## src/verilog/lpm_pkg.sv

```systemverilog
// Shared types and constants for the low-power mode control block.
package lpm_pkg;

    // Command bus pins, sampled together on a link clock edge.
    typedef struct packed {
        logic cs_n;
        logic act_n;
        logic ras_n;
        logic cas_n;
        logic we_n;
    } cmd_bus_t;

    // Every pin that arrives from the memory controller.
    typedef struct packed {
        logic     ck;
        logic     cke;
        logic     reset_n;
        logic     odt;
        cmd_bus_t cmd;
    } link_pins_t;

    localparam int LINK_W = $bits(link_pins_t);

    // Self-refresh rate actually applied by the refresh timer.
    typedef enum logic [1:0] {
        RATE_NORMAL,
        RATE_REDUCED,
        RATE_EXTENDED
    } sr_rate_t;

    // Self-refresh temperature mode field codes.
    localparam logic [1:0] MODE_NORMAL   = 2'h0;
    localparam logic [1:0] MODE_REDUCED  = 2'h1;
    localparam logic [1:0] MODE_EXTENDED = 2'h2;
    localparam logic [1:0] MODE_AUTO     = 2'h3;

    // Case temperature limits in degrees Celsius.
    localparam logic [7:0] TEMP_REDUCED_MAX = 8'h2D;
    localparam logic [7:0] TEMP_NORMAL_MAX  = 8'h55;

    localparam logic [2:0] PARK_OFF = 3'h0;
    localparam logic [1:0] MODE_RESET = 2'h0;

    // Counts in link clock edges.
    localparam int         CNT_W     = 4;
    localparam logic [3:0] BLANK_NCK = 4'h4;
    localparam logic [3:0] CKE_NCK   = 4'h3;
    localparam logic [3:0] XP_NCK    = 4'h4;
    localparam logic [3:0] CNT_MAX   = 4'hF;

    // Exit latency floor in time, converted to block clock cycles.
    localparam int         CLK_PERIOD_NS = 40;
    localparam int         TXP_NS        = 6;
    localparam int         XP_CYC_INT    =
        (TXP_NS + CLK_PERIOD_NS - 1) / CLK_PERIOD_NS;
    localparam logic [3:0] XP_CYC        =
        (XP_CYC_INT < 1) ? 4'h1 : 4'(XP_CYC_INT);

endpackage

```

## src/verilog/pin_sync.sv

```systemverilog
// Two-stage synchroniser for controller pins with rising-edge detect.
`timescale 1ns/1ps
module pin_sync #(
    parameter int W = 1
) (
    // Clock and reset
    input  wire logic         clock,
    input  wire logic         rst,
    // Raw pins and synchronised view
    input  wire logic [W-1:0] din,
    output wire logic [W-1:0] level,
    output wire logic [W-1:0] rise
);
    logic [W-1:0] s1_ff;
    logic [W-1:0] s2_ff;
    logic [W-1:0] s3_ff;

    always_ff @(posedge clock or posedge rst) begin
        if (rst) begin
            s1_ff <= '0;
            s2_ff <= '0;
            s3_ff <= '0;
        end else begin
            s1_ff <= din;
            s2_ff <= s1_ff;
            s3_ff <= s2_ff;
        end
    end

    // Only the second stage and beyond feed logic.
    assign level = s2_ff;
    assign rise  = s2_ff & ~s3_ff;
endmodule

```

## src/verilog/sr_rate_select.sv

```systemverilog
// Self-refresh rate selection from the temperature mode field.
`timescale 1ns/1ps
module sr_rate_select (
    // Latched mode and die temperature
    input  wire logic [1:0]       mode,
    input  wire logic [7:0]       temp_c,
    // Selected rate
    output lpm_pkg::sr_rate_t     rate
);
    function automatic lpm_pkg::sr_rate_t rate_of(input logic [1:0] m,
                                                  input logic [7:0] t);
        lpm_pkg::sr_rate_t r;
        r = lpm_pkg::RATE_NORMAL;
        case (m)
            lpm_pkg::MODE_NORMAL: begin
                r = lpm_pkg::RATE_NORMAL;
            end
            lpm_pkg::MODE_REDUCED: begin
                r = lpm_pkg::RATE_REDUCED;
            end
            lpm_pkg::MODE_EXTENDED: begin
                r = lpm_pkg::RATE_EXTENDED;
            end
            default: begin
                // Automatic: slower when cold, faster when hot.
                if (t <= lpm_pkg::TEMP_REDUCED_MAX) begin
                    r = lpm_pkg::RATE_REDUCED;
                end else if (t <= lpm_pkg::TEMP_NORMAL_MAX) begin
                    r = lpm_pkg::RATE_NORMAL;
                end else begin
                    r = lpm_pkg::RATE_EXTENDED;
                end
            end
        endcase
        return r;
    endfunction

    assign rate = rate_of(mode, temp_c);
endmodule

```

## src/verilog/ddr4_low_power_mode_control.sv

```systemverilog
// Power-down and self-refresh rate control of the memory device.
// Contract
// - Mode field 11 turns on automatic self-refresh rate management.
// - Automatic mode: slower refresh when cold, faster when hot.
// - Field 00 normal, 01 reduced, 10 extended, 11 automatic.
// - Enter power-down on clock-enable low with a deselect.
// - Activation, precharge, refresh finish before low current is reached.
// - All banks closed: precharge power-down; any open: active power-down.
// - Entry turns off buffers except clock, clock-enable and reset.
// - Buffer bit 0 keeps termination input on; 1 drops it and nominal.
// - Park termination stays on in power-down when set nonzero.
// - Deselects through blanking; command receivers off only after it.
// - Loop on: both power-down kinds use fast exit after the latency.
// - The delay-locked loop stays enabled in both power-down kinds.
// - Reset low during power-down leaves it at once for reset.
// - Exit on clock-enable high; valid command only after exit latency.
`timescale 1ns/1ps
module ddr4_low_power_mode_control #(
    parameter logic [3:0] BLANK_NCK = lpm_pkg::BLANK_NCK,
    parameter logic [3:0] CKE_NCK   = lpm_pkg::CKE_NCK,
    parameter logic [3:0] XP_NCK    = lpm_pkg::XP_NCK,
    parameter logic [3:0] XP_CYC    = lpm_pkg::XP_CYC
) (
    // Clock and reset
    input  wire logic              clock,
    input  wire logic              rst,
    // Controller pins
    input  wire logic              ck,
    input  wire logic              cke,
    input  wire logic              reset_n,
    input  wire logic              odt_in,
    input  wire lpm_pkg::cmd_bus_t cmd_in,
    // Mode register fields
    input  wire logic [1:0]        sr_temp_mode,
    input  wire logic [2:0]        park_termination,
    input  wire logic              odt_buffer_off,
    input  wire logic              nominal_termination,
    // Core state
    input  wire logic [7:0]        temp_c,
    input  wire logic              bank_open,
    input  wire logic              ops_busy,
    input  wire logic              dll_locked,
    input  wire logic              sr_active,
    // Power-down status
    output logic                   power_down_ff,
    output logic                   precharge_pd_ff,
    output logic                   active_pd_ff,
    output logic                   pd_current_ok_ff,
    output logic                   exit_ready_ff,
    output logic                   in_reset_ff,
    output logic                   dll_enabled_ff,
    output logic                   dll_reset_needed_ff,
    // Buffer and termination control
    output logic                   in_buffers_on_ff,
    output logic                   out_buffers_on_ff,
    output logic                   cmd_receivers_on_ff,
    output logic                   odt_buffer_on_ff,
    output logic                   nom_term_on_ff,
    output logic                   park_term_on_ff,
    // Accepted commands and refresh rate
    output logic                   cmd_accept_ff,
    output lpm_pkg::cmd_bus_t      cmd_word_ff,
    output lpm_pkg::sr_rate_t      sr_rate_ff
);
    typedef enum logic [2:0] {
        ST_RESET,
        ST_IDLE,
        ST_BLANK,
        ST_PD,
        ST_EXIT
    } pd_state_t;
    pd_state_t            state_ff;
    pd_state_t            nxt_state;
    logic [3:0]           edge_cnt_ff;
    logic [3:0]           low_cnt_ff;
    logic [3:0]           cyc_cnt_ff;
    logic [1:0]           sr_mode_ff;
    logic                 sr_active_d_ff;
    lpm_pkg::link_pins_t  pins_raw;
    lpm_pkg::link_pins_t  pins_s;
    lpm_pkg::link_pins_t  rise_s;
    logic [lpm_pkg::LINK_W-1:0] pins_lvl;
    logic [lpm_pkg::LINK_W-1:0] pins_rise;
    lpm_pkg::sr_rate_t    rate_w;
    function automatic logic [3:0] sat_inc(input logic [3:0] v);
        return (v == lpm_pkg::CNT_MAX) ? v : 4'(v + 4'h1);
    endfunction
    assign pins_raw = '{ck: ck, cke: cke, reset_n: reset_n, odt: odt_in,
                        cmd: cmd_in};
    pin_sync #(
        .W     (lpm_pkg::LINK_W)
    ) u_sync (
        .clock (clock),
        .rst   (rst),
        .din   (pins_raw),
        .level (pins_lvl),
        .rise  (pins_rise)
    );
    assign pins_s = lpm_pkg::link_pins_t'(pins_lvl);
    assign rise_s = lpm_pkg::link_pins_t'(pins_rise);
    // Decoded link events.
    wire ck_rise    = rise_s.ck;
    wire deselect   = pins_s.cmd.cs_n;
    wire pin_reset  = !pins_s.reset_n;
    wire enter_pd   = ck_rise && !pins_s.cke && deselect;
    wire leave_pd   = ck_rise && pins_s.cke && (low_cnt_ff >= CKE_NCK);
    wire blank_done = ck_rise && (edge_cnt_ff >= 4'(BLANK_NCK - 4'h1));
    wire xp_done    = (edge_cnt_ff >= XP_NCK) && (cyc_cnt_ff >= XP_CYC);
    wire state_chg  = (nxt_state != state_ff);
    wire sr_start   = sr_active && !sr_active_d_ff;
    // Next-state view used by the registered outputs.
    wire nxt_in_pd  = (nxt_state == ST_BLANK) || (nxt_state == ST_PD);
    wire nxt_odt_on = !(nxt_in_pd && odt_buffer_off);
    wire nxt_live   = (nxt_state != ST_RESET);
    always_comb begin
        nxt_state = state_ff;
        if (pin_reset) begin
            nxt_state = ST_RESET;
        end else begin
            case (state_ff)
                ST_RESET: begin
                    nxt_state = ST_IDLE;
                end
                ST_IDLE: begin
                    if (enter_pd) begin
                        nxt_state = ST_BLANK;
                    end
                end
                ST_BLANK: begin
                    // Receivers stay up until blanking has run out.
                    if (blank_done) begin
                        nxt_state = ST_PD;
                    end
                end
                ST_PD: begin
                    // A high clock-enable before the pulse floor is ignored.
                    if (leave_pd) begin
                        nxt_state = ST_EXIT;
                    end
                end
                ST_EXIT: begin
                    // Same fast exit for active and precharge power-down.
                    if (xp_done) begin
                        nxt_state = ST_IDLE;
                    end
                end
                default: begin
                    nxt_state = ST_RESET;
                end
            endcase
        end
    end
    always_ff @(posedge clock or posedge rst) begin
        if (rst) begin
            state_ff    <= ST_RESET;
            edge_cnt_ff <= 4'h0;
            low_cnt_ff  <= 4'h0;
            cyc_cnt_ff  <= 4'h0;
        end else begin
            state_ff    <= nxt_state;
            edge_cnt_ff <= state_chg ? 4'h0 :
                           (ck_rise ? sat_inc(edge_cnt_ff) : edge_cnt_ff);
            cyc_cnt_ff  <= state_chg ? 4'h0 : sat_inc(cyc_cnt_ff);
            low_cnt_ff  <= !nxt_in_pd ? 4'h0 :
                           (ck_rise ? sat_inc(low_cnt_ff) : low_cnt_ff);
        end
    end
    always_ff @(posedge clock or posedge rst) begin
        if (rst) begin
            power_down_ff    <= 1'b0;
            precharge_pd_ff  <= 1'b0;
            active_pd_ff     <= 1'b0;
            pd_current_ok_ff <= 1'b0;
            exit_ready_ff    <= 1'b0;
            in_reset_ff      <= 1'b1;
            dll_enabled_ff   <= 1'b0;
        end else begin
            power_down_ff    <= nxt_in_pd;
            precharge_pd_ff  <= nxt_in_pd && !ops_busy && !bank_open;
            active_pd_ff     <= nxt_in_pd && !ops_busy && bank_open;
            pd_current_ok_ff <= nxt_in_pd && !ops_busy;
            exit_ready_ff    <= (nxt_state == ST_IDLE);
            in_reset_ff      <= !nxt_live;
            dll_enabled_ff   <= nxt_live;
        end
    end

    always_ff @(posedge clock or posedge rst) begin
        if (rst) begin
            in_buffers_on_ff    <= 1'b0;
            out_buffers_on_ff   <= 1'b0;
            cmd_receivers_on_ff <= 1'b0;
            odt_buffer_on_ff    <= 1'b0;
            nom_term_on_ff      <= 1'b0;
            park_term_on_ff     <= 1'b0;
        end else begin
            in_buffers_on_ff    <= nxt_live && !nxt_in_pd;
            out_buffers_on_ff   <= nxt_live && !nxt_in_pd;
            cmd_receivers_on_ff <= nxt_live && (nxt_state != ST_PD);
            odt_buffer_on_ff    <= nxt_live && nxt_odt_on;
            nom_term_on_ff      <= nxt_live && nxt_odt_on &&
                                   nominal_termination && pins_s.odt;
            park_term_on_ff     <= nxt_live &&
                                   (park_termination != lpm_pkg::PARK_OFF);
        end
    end
    // Set wins over clear so an unlocked entry is never forgotten.
    always_ff @(posedge clock or posedge rst) begin
        if (rst) begin
            dll_reset_needed_ff <= 1'b0;
        end else if (state_ff == ST_IDLE && enter_pd && !dll_locked) begin
            dll_reset_needed_ff <= 1'b1;
        end else if (state_ff == ST_IDLE && dll_locked) begin
            dll_reset_needed_ff <= 1'b0;
        end
    end
    // Commands are only decoded while the receivers are live.
    always_ff @(posedge clock or posedge rst) begin
        if (rst) begin
            cmd_accept_ff <= 1'b0;
            cmd_word_ff   <= '1;
        end else begin
            cmd_accept_ff <= (state_ff == ST_IDLE) && !pin_reset &&
                             ck_rise && pins_s.cke && !deselect;
            if ((state_ff == ST_IDLE) && ck_rise && pins_s.cke) begin
                cmd_word_ff <= pins_s.cmd;
            end
        end
    end
    // The manual mode is caught once at entry; later changes wait.
    always_ff @(posedge clock or posedge rst) begin
        if (rst) begin
            sr_active_d_ff <= 1'b0;
            sr_mode_ff     <= lpm_pkg::MODE_RESET;
            sr_rate_ff     <= lpm_pkg::RATE_NORMAL;
        end else begin
            sr_active_d_ff <= sr_active;
            if (sr_start) begin
                sr_mode_ff <= sr_temp_mode;
            end
            sr_rate_ff     <= rate_w;
        end
    end

    sr_rate_select u_rate (
        .mode   (sr_mode_ff),
        .temp_c (temp_c),
        .rate   (rate_w)
    );
endmodule

```

## config.mk

```make
export PLATFORM = sky130hd
export DESIGN_NAME = ddr4_low_power_mode_control
export DESIGN_NICKNAME = d
export VERILOG_FILES = /design/src/verilog/lpm_pkg.sv /design/src/verilog/pin_sync.sv /design/src/verilog/sr_rate_select.sv /design/src/verilog/ddr4_low_power_mode_control.sv
export SDC_FILE = /design/constraint.sdc
export NUM_CORES = 1
export LEC_CHECK = 0
export BUFFER_PORTS_ARGS = -buffer_cell sky130_fd_sc_hd__buf_2
export CAP_MARGIN = 40
export CORE_MARGIN = 5
export CORE_UTILIZATION = 35
export DETAILED_ROUTE_END_ITERATION = 6
export PLACE_DENSITY = 0.51
export SLEW_MARGIN = 40
export SYNTH_ARGS = -nofsm -noshare
export SYNTH_HDL_FRONTEND = slang
export SYNTH_HIERARCHICAL = 1
export SYNTH_SLANG_ARGS = --single-unit
```

## constraint.sdc

```tcl
create_clock -name clock -period 2.85 [get_ports clock]
set_input_delay 0 -clock clock [delete_from_list [all_inputs] [get_ports clock]]
set_output_delay 0 -clock clock [all_outputs]
set_load 0.05 [all_outputs]
```

==> metrics <==
P&R area growth vs syn=32.8%; Mapped Area=2380 sq um; fin crit share=0.868; Startpoint Class=flip-flop; PortBufs=50; Ports=52; r2r endpoint=precharge_pd_ff$_DFF_PP0_; Highest Clock Rate=404 MHz; Hold Startpoint=temp_c[4]; Fin. Hold Viols=0; post-route ant nets=0; DIE HEIGHT=92.4 um; Post-CTS Resized=0; leading cell type in the layout, fill and taps excluded=dfrtp_1; synthesized net count=220; CTS tree=done; CTS Root Buffer Type=clkbuf_8; leak pwr=1.53 nW; core area=6720 sq um; max_cap viols=0; internal power=1.53 mW; commonest non-fill, non-tap cells in the layout=52 x dfrtp_1, 50 x buf_2, 25 x dlygate4sd3_1, 14 x nor2_1, 11 x nand2_1; total grt overflow=0; Crit Path Category=flip-flop to flip-flop; total wire length=4.59 mm; switching power=550 uW; Worst setup EP type=flip-flop; Final setup viols=0; Post-DP HPWL=3.03 mm; CTS buffer count=9; DIE AREA=8540 sq um; share of layout cells above drive strength 1=0.348; setup TNS=0 ns; met1 Use GR=0.152; Final Wtd Congestion=0.797; DRT iter0 DRCs=71; RSZ-0062 raised after global routing=no; Comb pwr share=0.159; WHS Endpoint=sr_rate_ff[0]$_DFF_PP0_; busiest grt layer=met2; minimum clock period=2.47 ns; Max Root-Sink Buffers=2; power share of the clock group=0.394; met3 GRT Util=0.0317; CP required=3.11 ns; num rows=30; worst skew pair latency=0.32 ns; worst r2r src=u_sync/s3_ff[8]$_DFF_PP0_; net switching fraction of the power=0.265; synth warn=6; wire length per cell=13.1 um; vias in the first global route=1739; M2 GR Usage=0.195; worst vdd ir=0.395 mV; # clock sinks=58; H-tree Lvls=3; Overall Global Routing Usage=0.123; DRC viols=0; Final Core Density=0.470; Mapped Cells=185; Starting Density=0.354; Reg2Reg Setup Slack=0.38 ns; Hold Crit Depth=3; max-slew violations=0; status=completed; nets=301; largest net degree at the start of global routing=40; FF-to-FF path depth=7; first-pass GRT wire length=8.18 mm; Worst-path clk slew=0.07 ns; worst hold margin=0.0413 ns; Mapped Avg Cell Area=12.9 sq um; via count=1624; critical-path maximum fanout=12; worst slew pin tran=0.668 ns; post-CTS setup buffers=0; Seq pwr share=0.448; initial antenna violation count=0; CP arrival=2.74 ns; post-route total power=2.08 mW; DRT Pass-1 Iters=4; post-DR vias/cell=4.64; die width=92.4 um; pwr dens=658 nW/um^2; worst hold path type=input port to flip-flop; skew final=0.00905 ns; ANT cells=0; Slew HR=0.554
[cell type report]
| type | count | area (sq um) |
|---|---|---|
| clock buffer | 10 | 138 |
| tap | 80 | 100 |
| sequential | 58 | 1460 |
| clock inverter | 5 | 78.8 |
| timing repair buffer | 76 | 508 |
| multi-input combinational | 112 | 841 |
| fill | 614 | 3560 |
| inverter | 9 | 33.8 |
[metal layers]
| layer | part of all wire | routed length (um) |
|---|---|---|
| met4 | 0.026 | 119 |
| met2 | 0.49 | 2230 |
| met1 | 0.45 | 2070 |
| met3 | 0.036 | 163 |
| met5 | 0 | 0 |
[flip-flops by register name (all words and copies together), names as in the netlist, 2 cells and up]
| name | cells |
|---|---|
| u_sync/level | 9 |
| cyc_cnt_ff | 4 |
| low_cnt_ff | 4 |
| edge_cnt_ff | 4 |
| cmd_word_ff | 5 |
| sr_mode_ff | 2 |
| sr_rate_ff | 2 |
| u_sync/s1_ff | 9 |
| state_ff | 3 |
[power groups by stage]
stage               sequential [mW]  combinational (mW)  clock (mW)
floorplan                      1.05               0.125           0
global placement              0.944               0.303           0
detailed placement            0.945               0.306           0
CTS                           0.931               0.334       0.850
global route                  0.939               0.359       0.882
finish                        0.930               0.329       0.819
[timing repair]
action                                  CTS  global route
hold buffers                             25             0
endpoints found under the hold margin    73             0
endpoints found under the setup margin    0             0
[per-stage QoR]
step / setup slack, ns / instances / instance area, sq um
2_1_floorplan: 0.823 / 185 / 2380
3_3_place_gp: 0.664 / 310 / 2690
3_5_place_dp: 0.612 / 310 / 2690
4_1_cts: 0.380 / 350 / 3160
5_1_grt: 0.153 / 350 / 3160
6_report: 0.376 / 350 / 3160
[critical path, stage by stage, from the launching register on]
cell	delay [ns]
dfrtp_1	0.39
nor2b_4	0.26
nand2_1	0.14
or2_2	0.28
or3_1	0.30
a21o_1	0.30
nor3_1	0.17
dlygate4sd3_1	0.57
[worst max-delay path by stage]
stage,startpoint,endpoint,slack (ns),depth (start not counted)
finish,u_sync/s3_ff[8]$_DFF_PP0_,precharge_pd_ff$_DFF_PP0_,0.38,7
global placement,low_cnt_ff[0]$_DFFE_PP0P_,cyc_cnt_ff[1]$_DFFE_PP0P_,0.66,6
CTS,u_sync/s3_ff[8]$_DFF_PP0_,precharge_pd_ff$_DFF_PP0_,0.38,7
floorplan,low_cnt_ff[0]$_DFFE_PP0P_,edge_cnt_ff[2]$_DFFE_PP0P_,0.82,6
global route,u_sync/s3_ff[8]$_DFF_PP0_,precharge_pd_ff$_DFF_PP0_,0.15,7
detailed placement,cyc_cnt_ff[0]$_DFFE_PP0P_,cyc_cnt_ff[2]$_DFFE_PP0P_,0.61,7
(Power assumes the default switching activity.)
